<file path="config.mk">
export PLATFORM = sky130hd
export DESIGN_NAME = dic_input_conditioner
export DESIGN_NICKNAME = d
export VERILOG_FILES = /design/src/core/dic_pkg.sv /design/src/core/dic_delay_timer.sv /design/src/core/dic_input_conditioner.sv
export VERILOG_INCLUDE_DIRS = /design/src /design/src/core
export SDC_FILE = /design/constraint.sdc
export NUM_CORES = 2
export LEC_CHECK = 0
export BUFFER_PORTS_ARGS = -buffer_cell sky130_fd_sc_hd__buf_2
export CAP_MARGIN = 0
export CELL_PAD_IN_SITES_DETAIL_PLACEMENT = 0
export CELL_PAD_IN_SITES_GLOBAL_PLACEMENT = 2
export CORE_MARGIN = 5
export CORE_UTILIZATION = 34
export DETAILED_ROUTE_END_ITERATION = 6
export GPL_ROUTABILITY_DRIVEN = 1
export GPL_TIMING_DRIVEN = 0
export PLACE_DENSITY_LB_ADDON = 0.1
export SYNTH_ARGS = -nofsm -noshare
export SYNTH_HDL_FRONTEND = slang
export SYNTH_HIERARCHICAL = 1
export SYNTH_SLANG_ARGS = --single-unit
</file>
<file path="constraint.sdc">
create_clock -name core_clk -period 15.09 [get_ports core_clk]
set_clock_uncertainty 0.05 [all_clocks]
set_input_delay 3.018 -clock core_clk [delete_from_list [all_inputs] [get_ports core_clk]]
set_output_delay 3.018 -clock core_clk [all_outputs]
set_load 0.03 [all_outputs]
</file>
<file path="src/core/dic_cfg.svh">
// Purpose: Constants for the digital input conditioner.
// Assumes: 50 MHz core clock; delays are counted in milliseconds.
// Notes: Definitions only, no logic.
`ifndef DIC_CFG_SVH
`define DIC_CFG_SVH

// ****************************************
// Channel counts and widths
// ****************************************
`define DIC_BUILTIN_NUM 3
`define DIC_EXP_NUM 8
`define DIC_CHAN_NUM 11
`define DIC_DELAY_W 21
`define DIC_TIMER_W 22
`define DIC_VOLT_W 9
`define DIC_NUM_W 8
`define DIC_SCAN_CNT_W 18

// ****************************************
// Timing
// ****************************************
`define DIC_CLK_HZ 50000000
`define DIC_SCAN_TIME_US 5000
`define DIC_SCAN_CYCLES ((`DIC_CLK_HZ / 1000000) * `DIC_SCAN_TIME_US)
`define DIC_SCAN_MS 22'h000005
`define DIC_AC_EXTRA_MS 22'h00001e

// ****************************************
// Thresholds and reset values
// ****************************************
`define DIC_AC_REL_PCT 16'h000a
`define DIC_PCT_FULL 16'h0064
`define DIC_TIMER_ZERO 22'h000000
`define DIC_SCAN_ZERO 18'h00000
`define DIC_NUM_ONE 8'h01

`endif

</file>
<file path="src/core/dic_pkg.sv">
// Purpose: Types shared by the digital input conditioner files.
// Assumes: dic_cfg.svh supplies the widths.
// Notes: Types only; numbers live in the header.
`include "dic_cfg.svh"

package dic_pkg;

  typedef logic [`DIC_DELAY_W-1:0] dic_delay_t;
  typedef logic [`DIC_TIMER_W-1:0] dic_timer_t;
  typedef logic [`DIC_VOLT_W-1:0] dic_volt_t;
  typedef logic [`DIC_NUM_W-1:0] dic_num_t;

  typedef enum logic [0:0] {
    DIC_STABLE = 1'b0,
    DIC_TIMING = 1'b1
  } dic_timer_e;

endpackage : dic_pkg

</file>
<file path="src/core/dic_delay_timer.sv">
// Purpose: Pick-up and release delay timer of one input channel.
// Assumes: scanTick pulses once per scan; rstN is already synchronised.
// Notes: Elapsed time is kept in milliseconds and advanced one scan step per tick.
`timescale 1ns/1ps
`include "dic_cfg.svh"

module dic_delay_timer (
  input wire logic clk,
  input wire logic rstN,
  input wire logic scanTick,
  input wire logic rawState,
  input wire dic_pkg::dic_delay_t pickupDelay,
  input wire dic_pkg::dic_delay_t releaseDelay,
  input wire logic alternatingSupplyOption,
  output logic reportedState
);
  import dic_pkg::*;

  dic_timer_e state_reg, state_next;
  dic_timer_t elapsed_reg, elapsed_next;
  logic reported_reg, reported_next;
  dic_timer_t target;
  dic_timer_t acExtra;

  assign acExtra = alternatingSupplyOption ? `DIC_AC_EXTRA_MS : `DIC_TIMER_ZERO;
  assign target = reported_reg ? (dic_timer_t'(releaseDelay) + acExtra)
                               : dic_timer_t'(pickupDelay);

  // ****************************************
  // Timer sequencing
  // ****************************************
  always_comb begin
    state_next = state_reg;
    elapsed_next = elapsed_reg;
    reported_next = reported_reg;
    if (scanTick) begin
      case (state_reg)
        DIC_STABLE: begin
          elapsed_next = `DIC_TIMER_ZERO;
          if (rawState != reported_reg) begin
            if (target == `DIC_TIMER_ZERO) begin
              reported_next = rawState;
            end else begin
              state_next = DIC_TIMING;
              elapsed_next = `DIC_SCAN_MS;
            end
          end
        end
        DIC_TIMING: begin
          if (rawState == reported_reg) begin
            // Raw reverted: drop the run so the next change starts afresh
            state_next = DIC_STABLE;
            elapsed_next = `DIC_TIMER_ZERO;
          end else if (elapsed_reg >= target) begin
            reported_next = rawState;
            state_next = DIC_STABLE;
            elapsed_next = `DIC_TIMER_ZERO;
          end else begin
            elapsed_next = elapsed_reg + `DIC_SCAN_MS;
          end
        end
        default: begin
          state_next = DIC_STABLE;
          elapsed_next = `DIC_TIMER_ZERO;
        end
      endcase
    end
  end

  always_ff @(posedge clk or negedge rstN) begin
    if (!rstN) begin
      state_reg <= DIC_STABLE;
      elapsed_reg <= `DIC_TIMER_ZERO;
      reported_reg <= 1'b0;
    end else begin
      state_reg <= state_next;
      elapsed_reg <= elapsed_next;
      reported_reg <= reported_next;
    end
  end

  assign reportedState = reported_reg;

endmodule : dic_delay_timer

</file>
<file path="src/core/dic_input_conditioner.sv">
// Purpose: Digital input conditioner: scan, polarity, thresholds, delays, consumer stages.
// Assumes: Built-in inputs arrive as asynchronous pin levels; expansion voltages come
//   from on-chip measurement logic on core_clk, in whole volts.
// Notes: All settings are plain ports; zero on a setting port gives its default.
`timescale 1ns/1ps
`include "dic_cfg.svh"

// Overview of operation
// - Every input is sampled once per 5 ms scan, so its state updates 0 to 5 ms after a change.
// - Each input has a sense select, normally open by default, reporting 1 when energized, else inverted.
// - A 0-to-1 change of the reported state is held off by a pick-up delay of up to 1800 s in 1 ms steps.
// - A 1-to-0 change of the reported state is held off by a separate release delay of the same range.
// - With the alternating supply option on, 30 ms is added to the input's release delay; default off.
// - Internal consumers see the new state one scan later, 0 to 10 ms after the input change.
// - A directly routed output follows one more scan later, 0 to 15 ms after the input change.
// - Expansion inputs have pick-up and release voltage thresholds set per input in 1 V steps.
// - The eight expansion channels are numbered on from the count of inputs on preceding modules.
// - Above the pick-up threshold the channel is energized, below the release threshold it is not.
// - With the alternating supply option on, the release threshold is 10 percent of the pick-up one.
module dic_input_conditioner #(
  parameter int SCAN_CYCLES = `DIC_SCAN_CYCLES
) (
  input wire logic core_clk,
  input wire logic reset_n,
  input wire logic [`DIC_BUILTIN_NUM-1:0] builtinInputPin,
  input wire logic [`DIC_EXP_NUM*`DIC_VOLT_W-1:0] expansionVoltage,
  input wire logic [`DIC_EXP_NUM*`DIC_VOLT_W-1:0] pickupThreshold,
  input wire logic [`DIC_EXP_NUM*`DIC_VOLT_W-1:0] releaseThreshold,
  input wire logic [`DIC_CHAN_NUM-1:0] inputSenseSelect,
  input wire logic [`DIC_CHAN_NUM*`DIC_DELAY_W-1:0] pickupDelay,
  input wire logic [`DIC_CHAN_NUM*`DIC_DELAY_W-1:0] releaseDelay,
  input wire logic [`DIC_CHAN_NUM-1:0] alternatingSupplyOption,
  input wire logic [`DIC_CHAN_NUM-1:0] directRouteEnable,
  input wire dic_pkg::dic_num_t precedingInputCount,
  output logic scanStrobe,
  output logic [`DIC_CHAN_NUM-1:0] digitalInputState,
  output logic [`DIC_CHAN_NUM-1:0] logicInputState,
  output logic [`DIC_CHAN_NUM-1:0] digitalOutputCommand,
  output logic [`DIC_EXP_NUM*`DIC_NUM_W-1:0] expansionChannelNumber
);
  import dic_pkg::*;

  // ****************************************
  // Helpers
  // ****************************************
  // Release level actually in force for one expansion channel
  function automatic dic_volt_t effRelease(input dic_volt_t pickup, input dic_volt_t userRelease,
                                           input logic acOn);
    logic [15:0] scaled;
    scaled = ({7'h00, pickup} * `DIC_AC_REL_PCT) / `DIC_PCT_FULL;
    effRelease = acOn ? scaled[`DIC_VOLT_W-1:0] : userRelease;
  endfunction : effRelease

  // ****************************************
  // Reset release
  // ****************************************
  // Release is synchronised so every flop reset by rstN leaves reset on the same edge
  logic rstSync1_reg;
  logic rstSync2_reg;
  logic rstN;

  always_ff @(posedge core_clk or negedge reset_n) begin
    if (!reset_n) begin
      rstSync1_reg <= 1'b0;
      rstSync2_reg <= 1'b0;
    end else begin
      rstSync1_reg <= 1'b1;
      rstSync2_reg <= rstSync1_reg;
    end
  end

  assign rstN = rstSync2_reg;

  // ****************************************
  // Scan cycle timebase
  // ****************************************
  localparam logic [`DIC_SCAN_CNT_W-1:0] SCAN_LAST = `DIC_SCAN_CNT_W'(SCAN_CYCLES - 1);

  logic [`DIC_SCAN_CNT_W-1:0] scanCnt_reg;
  logic [`DIC_SCAN_CNT_W-1:0] scanCnt_next;
  logic scanTick_reg;
  logic scanTick_next;
  wire scanWrap = (scanCnt_reg == SCAN_LAST);

  assign scanCnt_next = scanWrap ? `DIC_SCAN_ZERO : scanCnt_reg + 1'b1;
  assign scanTick_next = scanWrap;

  always_ff @(posedge core_clk or negedge rstN) begin
    if (!rstN) begin
      scanCnt_reg <= `DIC_SCAN_ZERO;
    end else begin
      scanCnt_reg <= scanCnt_next;
    end
  end

  // Strobe is registered so consumers never see a combinational glitch
  always_ff @(posedge core_clk or negedge rstN) begin
    if (!rstN) begin
      scanTick_reg <= 1'b0;
    end else begin
      scanTick_reg <= scanTick_next;
    end
  end

  assign scanStrobe = scanTick_reg;

  // ****************************************
  // Built-in pin synchronisers
  // ****************************************
  // Pins are asynchronous: only the second flop is read by logic
  logic [`DIC_BUILTIN_NUM-1:0] pinMeta_reg;
  logic [`DIC_BUILTIN_NUM-1:0] pinSync_reg;

  always_ff @(posedge core_clk or negedge rstN) begin
    if (!rstN) begin
      pinMeta_reg <= '0;
      pinSync_reg <= '0;
    end else begin
      pinMeta_reg <= builtinInputPin;
      pinSync_reg <= pinMeta_reg;
    end
  end

  // ****************************************
  // Expansion thresholds with hysteresis
  // ****************************************
  logic [`DIC_EXP_NUM-1:0] expEnergized_reg;
  logic [`DIC_EXP_NUM-1:0] expEnergized_next;
  logic [`DIC_EXP_NUM*`DIC_NUM_W-1:0] chanNum_reg;
  logic [`DIC_EXP_NUM*`DIC_NUM_W-1:0] chanNum_next;

  genvar e;
  generate
    for (e = 0; e < `DIC_EXP_NUM; e++) begin : gExp
      wire dic_volt_t volt = expansionVoltage[e*`DIC_VOLT_W +: `DIC_VOLT_W];
      wire dic_volt_t pick = pickupThreshold[e*`DIC_VOLT_W +: `DIC_VOLT_W];
      wire dic_volt_t rel = effRelease(pick, releaseThreshold[e*`DIC_VOLT_W +: `DIC_VOLT_W],
                                       alternatingSupplyOption[`DIC_BUILTIN_NUM + e]);
      wire aboveOn = volt > pick;
      wire belowOff = volt < rel;
      // Between the two levels the last decision holds, so a noisy edge cannot chatter
      assign expEnergized_next[e] = aboveOn ? 1'b1 : (belowOff ? 1'b0 : expEnergized_reg[e]);
      assign chanNum_next[e*`DIC_NUM_W +: `DIC_NUM_W] =
        precedingInputCount + `DIC_NUM_W'(e) + `DIC_NUM_ONE;
    end
  endgenerate

  // ****************************************
  // Expansion channel numbering and energized state
  // ****************************************
  // Number is registered so the channel label never glitches while the count changes
  always_ff @(posedge core_clk or negedge rstN) begin
    if (!rstN) begin
      chanNum_reg <= '0;
    end else begin
      chanNum_reg <= chanNum_next;
    end
  end

  always_ff @(posedge core_clk or negedge rstN) begin
    if (!rstN) begin
      expEnergized_reg <= '0;
    end else begin
      expEnergized_reg <= expEnergized_next;
    end
  end

  // ****************************************
  // Per-channel conditioning
  // ****************************************
  wire [`DIC_CHAN_NUM-1:0] energized = {expEnergized_reg, pinSync_reg};
  // Sense select 0 is normally open: energized reports 1
  wire [`DIC_CHAN_NUM-1:0] rawState = energized ^ inputSenseSelect;
  logic [`DIC_CHAN_NUM-1:0] reported;
  logic [`DIC_CHAN_NUM-1:0] logic_reg;
  logic [`DIC_CHAN_NUM-1:0] logic_next;
  logic [`DIC_CHAN_NUM-1:0] outCmd_reg;
  logic [`DIC_CHAN_NUM-1:0] outCmd_next;

  genvar c;
  generate
    for (c = 0; c < `DIC_CHAN_NUM; c++) begin : gChan
      dic_delay_timer uTimer (
        .clk(core_clk),
        .rstN(rstN),
        .scanTick(scanTick_reg),
        .rawState(rawState[c]),
        .pickupDelay(pickupDelay[c*`DIC_DELAY_W +: `DIC_DELAY_W]),
        .releaseDelay(releaseDelay[c*`DIC_DELAY_W +: `DIC_DELAY_W]),
        .alternatingSupplyOption(alternatingSupplyOption[c]),
        .reportedState(reported[c])
      );
    end
  endgenerate

  // ****************************************
  // Consumer stages, one scan apart
  // ****************************************
  // Stages move only on the scan strobe, mimicking the program cycle of the consumers
  assign logic_next = scanTick_reg ? reported : logic_reg;
  assign outCmd_next = scanTick_reg ? (logic_reg & directRouteEnable) : outCmd_reg;

  always_ff @(posedge core_clk or negedge rstN) begin
    if (!rstN) begin
      logic_reg <= '0;
    end else begin
      logic_reg <= logic_next;
    end
  end

  // Route mask is applied live, so a disabled route drops its output one scan later
  always_ff @(posedge core_clk or negedge rstN) begin
    if (!rstN) begin
      outCmd_reg <= '0;
    end else begin
      outCmd_reg <= outCmd_next;
    end
  end

  // ****************************************
  // Outputs
  // ****************************************
  assign digitalInputState = reported;
  assign logicInputState = logic_reg;
  assign digitalOutputCommand = outCmd_reg;
  assign expansionChannelNumber = chanNum_reg;

endmodule : dic_input_conditioner

</file>
Yosys cells after proc, flatten, opt, wreduce, memory -nomap -nowiden
Index checks and enable logic that the tools add are counted.
{ "totals": {"ff_bits": 385, "elab_cells": 452} }
{ "op_classes": {"n_mul": 8, "magnitude_cmp": 27, "eq_ne": 67, "muxes": 212, "reduce_logical": 30, "addsub": 37, "n_bitwise": 13, "n_div": 8} }
{ "ops": {"columns": ["cell", "count"], "rows": [
  ["$mux 22", 44],
  ["$pmux 22 s2", 11],
  ["$add 21x22->22", 11],
  ["$add 22x3->22 const B", 11],
  ["$ge 22x22->1", 11],
  ["$logic_not 22->1", 11],
  ["$div 13x7->16 const B", 8],
  ["$mux 1", 104],
  ["$mul 9x3->12 const B", 8],
  ["$gt 9x9->1", 8],
  ["$lt 9x9->1", 8],
  ["$mux 9", 8],
  ["$add 8x1->8 const B", 8],
  ["$mux 5", 11],
  ["$reduce_and 5->1", 11],
  ["$ne 2x1->1 const B", 22],
  ["$ne 2x2->1 const B", 22],
  ["$pmux 1 s2", 22],
  ["$mux 3", 11],
  ["$add 8x3->8 const B", 4],
  ["$add 18x1->18 const B", 1],
  ["$eq 18x18->1 const B", 1],
  ["$mux 18", 1],
  ["$add 8x2->8 const B", 2],
  ["6 further kinds", 43]
]} }

Depth between registers and ports, before layout
{ "depth": {"ltp_word": 7, "depth_mapped": 36, "ltp_nobuf": 35} }

By module
Netlist, hierarchy kept.
{ "modules_own_cells": {"columns": ["mod", "area_per_inst_um2", "instances", "seq_area_each_um2", "cells_each"], "rows": [
  ["dic_input_conditioner", 19951.6, 1, 2802.7, 2582],
  ["dic_delay_timer at gChan[4].uTimer ...", 2748.9, 6, 600.6, 342],
  ["dic_delay_timer at gChan[0].uTimer ...", 2733.9, 4, 600.6, 346],
  ["dic_delay_timer at gChan[3].uTimer", 2811.4, 1, 600.6, 337]
]} }

Worst setup path before layout
Ideal clock, no wire load.
{ "synth_path": {"kind": "input to register", "start": "in pickupThreshold[28]", "end": "reg expEnergized_reg[3]", "arrival_ns": 9.997, "path_buffers": 0, "path_slack_ns": 4.919, "stages": 35, "required_ns": 14.916, "cell_sequence": "ha_1 -> ha_1 -> fa_1 -> a21o_1 -> a21o_1 -> a211o_1 -> a221o_1 -> nor4_1 -> o21ai_0 -> o32a_1 -> and3_1 -> a31oi_1 -> o211ai_1 -> a2111oi_0 -> a211oi_2 -> a21o_1 -> a21boi_1 -> o32ai_1 -> o211ai_1 -> o21ai_0 -> ha_1 -> a21o_1 -> a21oi_1 -> nor2b_1 -> o21ai_0 -> nand2b_1 -> a21oi_1 -> nor2b_1 -> o21ai_0 -> nand2b_1 -> a221oi_1 -> o311ai_0 -> a21oi_1 -> a21oi_1 -> a211o_1"} }
{ "synth_between": {"elab_chain_cells": 5} }
{ "synth_lines": {"columns": ["element", "line", "text"], "rows": [
  ["start: declaration", "dic_input_conditioner.sv:27", "input wire logic [`DIC_EXP_NUM*`DIC_VOLT_W-1:0] pickupThreshold,"],
  ["$mul 9x3->12 (no source line)", null, null],
  ["$div 13x7->16 (no source line)", null, null],
  ["$mux 9", "dic_input_conditioner.sv:51", "effRelease = acOn ? scaled[`DIC_VOLT_W-1:0] : userRelease;"],
  ["$lt 9x9->1", "dic_input_conditioner.sv:140", "wire belowOff = volt < rel;"],
  ["$reduce_bool 2->1 (no source line)", null, null],
  ["end signal: assignment", "dic_input_conditioner.sv:164", "expEnergized_reg <= expEnergized_next;"],
  ["end: declaration", "dic_input_conditioner.sv:127", "logic [`DIC_EXP_NUM-1:0] expEnergized_reg;"]
]} }
Parallel ways exist; a longest one is shown, timed or not.
A chain may end at the register's enable or synchronous reset.

Worst setup path after layout
Same ends and word-level chain as after synthesis.

==> qor.yml <==
synth_top_cell_by_area: "dfrtp_1"
dp.cells: 9099
internal-power_mw: 3.02
cts_setup_buffers: 0
syn-instance-count: 6355
status: "finished, final reports clean"
cts_tree: "built"
slowest_stage: "a2111oi_0"
crit_type: "in -> reg"
row_count: 141
clockPowerShare_pct: 25.7
routedWlPerCell_um: 21.4
drive_gt1_share_pct: 17.8
cap_violations: 0
clk_pin_slew_worst_paths_ns: 0.07
grt_pass1_wl_mm: 303
avgSynthCellArea_um2: 7.90
numCtsBuffers: 53
synthFlopType: "dfrtp_1"
multiInputGateArea_um2: 38600
worst_path_most_repeated_cell: "a21oi_1"
root_buffer: "clkbuf_16"
cp_max_fo: 8
netlist_top_cells_area: "dfrtp_1 19%, ha_1 14%, o21ai_0 5.1%, nand2_1 4.7%, a21oi_1 3.3%"
grt_pass1_vias: 50430
p_leak_nw: 26.1
synth_top_area_share_pct: 18.7
hpwlAfterDp_mm: 163
start_kind: "input port"
layout_setup_ws_ns: 4.31
final_area_um2: 58900
nFillCells: 15384
cp.required_ns: 15.58
pwr_density_cell_nw_per_um2: 92.4
grt_max_degree: 58
die_x_um: 394
area.growth.synth_to_final_pct: 17.4
ir_drop_mv: 0.0762
initial_core_util_pct: 34.1
syn_nets: 7655
ys_warn_count: 6
fin_nets: 8524
pwr-share-comb_pct: 54.7
maxSlewHeadroom_pct: 23.8
cp-end-kind: "flip-flop"
async_flop_share_pct: 100
drc_errors: 0
vias_per_cell: 5.68
hp-class: "reg -> async"
dp_slack_ns: 3.65
clock_latency_ns: 0.65
rsz0062_at_grt: "false"
dr.pass1.iters: 5
grt_usage_pct: 24.1
h-tree-depth: 2
worst_pin_slew_ns: 1.14
arrival_ns: 11.27
ioPinCount: 822
swShare_pct: 44.5
p_switching_mw: 2.42
numClockSinks: 376
drv_slew: 0
synth_edf_count: 0
io_buffer_count: 804
fmax_ghz: 0.0928
hold_viol_final: 0
finalCritPeriodShare_pct: 71.4
ys_seq_elements: 376
r2r_slack_ns: 9.91
grt_overflow_total: 0
core_um2: 147000
seq_area_frac_synth_pct: 18.7
vias: 52543
die_y_um: 394
syn_area_um2: 50200
ant_nets: 0
ff_latch_area_um2: 9410
cts_resized: 0
pwr-share-seq_pct: 19.6
final-instance-count-excl-fill: 9248
synth_cell_types: 140
drt-initial-drc-count: 3324
gp_congestion: 0.912
postCtsHoldBufs: 0
setup_viol: 0
routed_wl_mm: 198
antenna_found_initial: 100
placed_cell_area_um2: 56900
largest_reg_flops: 242
fin_crit_ns: 10.78
cts_buffer_depth: 3
slowest_delay_ns: 0.72
dieArea_um2: 155000
[synth_stat cells, types with 43 or more instances]
master     count
or3_1         48
clkbuf_1     145
nor4_1        77
nand2b_1     129
a211oi_1     134
xor2_1       160
dfrtp_1      376
nand3_1      276
nand2_1      633
or2_2         46
ha_1         557
mux2i_1      123
o21ai_0      515
a21oi_1      332
inv_1        298
and3_1       123
a31oi_1       43
o21a_1        54
o31ai_1       95
o2bb2ai_1     52
nand4_1      140
o211ai_1      54
nor3_1       209
nor2_1       375
a21o_1       124
nor2b_1      105
xnor2_1      145
[final cells by class]
class,count,area share [%]
Antenna cell,52,0.221
Buffer,229,1.85
Clock buffer,68,2.53
Clock inverter,29,0.692
Inverter,300,1.91
Multi-Input combinational cell,5450,65.4
Sequential cell,376,16.0
Tap cell,1930,4.10
Timing Repair Buffer,814,7.28
[cells in the final DEF (no fill, tap or decap), drive strengths merged, types with 56 or more instances in the layout]
master and count:
a21o 126, xnor2 147, inv 301, nor2b 105
clkbuf 219, nand4 151, buf 891, nand2 633
a211oi 155, dfrtp 376, xor2 160, o21ai 544
and3 131, nor2 393, o211ai 56, ha 557
nor3 211, nand2b 135, nor4 87, mux2i 124
o31ai 100, nand3 282, a21oi 348
[routing by layer]
metal  share of wire (%)  vias to the layer above  GRT usage (%)
met5                0.13                        -              0
met4                 2.2                       38           5.48
met3                 6.4                      241           5.00
met2                  45                     1345           39.3
met1                  46                    24978           32.8
li1                    -                    25941              -
[kinds of logic (layout without fill, tap and decap cells)]
logic type,Yosys count,after routing,synth area share [%]
and+or+nand+nor,2405,2405,25.2
AOI/OAI and AO/OA,1996,1996,28.2
adders and majority gates,587,587,14.9
buffers and inverters,529,1440,4.40
DFF,376,376,18.7
xor gates and xnor gates,308,308,5.45
muxes,153,153,3.15
other,1,53,0.00747
[final timing paths]
check	start	end	cells past startpoint
max in group asynchronous	reset_n	rstN	1
worst min-delay path	rstN	gChan[10].uTimer/elapsed_reg[6]	0
min in group core_clk	pinMeta_reg[2]	pinSync_reg[2]	0
worst max register to register	gChan[9].uTimer/reportedState	gChan[9].uTimer/state_reg	12
worst min register to register	rstN	gChan[10].uTimer/elapsed_reg[6]	0
worst max-delay path	pickupThreshold[28]	expEnergized_reg[3]	36
[power groups by stage]
stage	Sequential (mW)	Combinational [mW]	Clock [mW]
after floorplan	1.11	2.14	0
after global placement	1.11	2.93	0
after detailed placement	1.08	2.96	0
after CTS	1.07	2.97	1.46
after global routing	1.07	3.32	1.48
final	1.07	2.98	1.40
[stage by stage]
stage          utilization, %  power (mW)  setup TNS [ns]  hold WS [ns]
6_report                 40.0        5.45               0         0.197
5_1_grt                  40.0        5.87               0         0.221
4_1_cts                  39.9        5.50               0         0.208
3_5_place_dp             38.6        4.04               0         0.210
3_3_place_gp             38.4        4.04        -1261.85         0.286
2_1_floorplan               -        3.26               0         0.281
[worst max-delay path, delay by kind of cell]
family,cells,cell delay (ns)
fa+ha+maj,4,1.16
simple gates,6,0.96
buf+inv,1,0.14
compound gates,25,5.96
No activity file was read; power rests on OpenSTA's default activity.
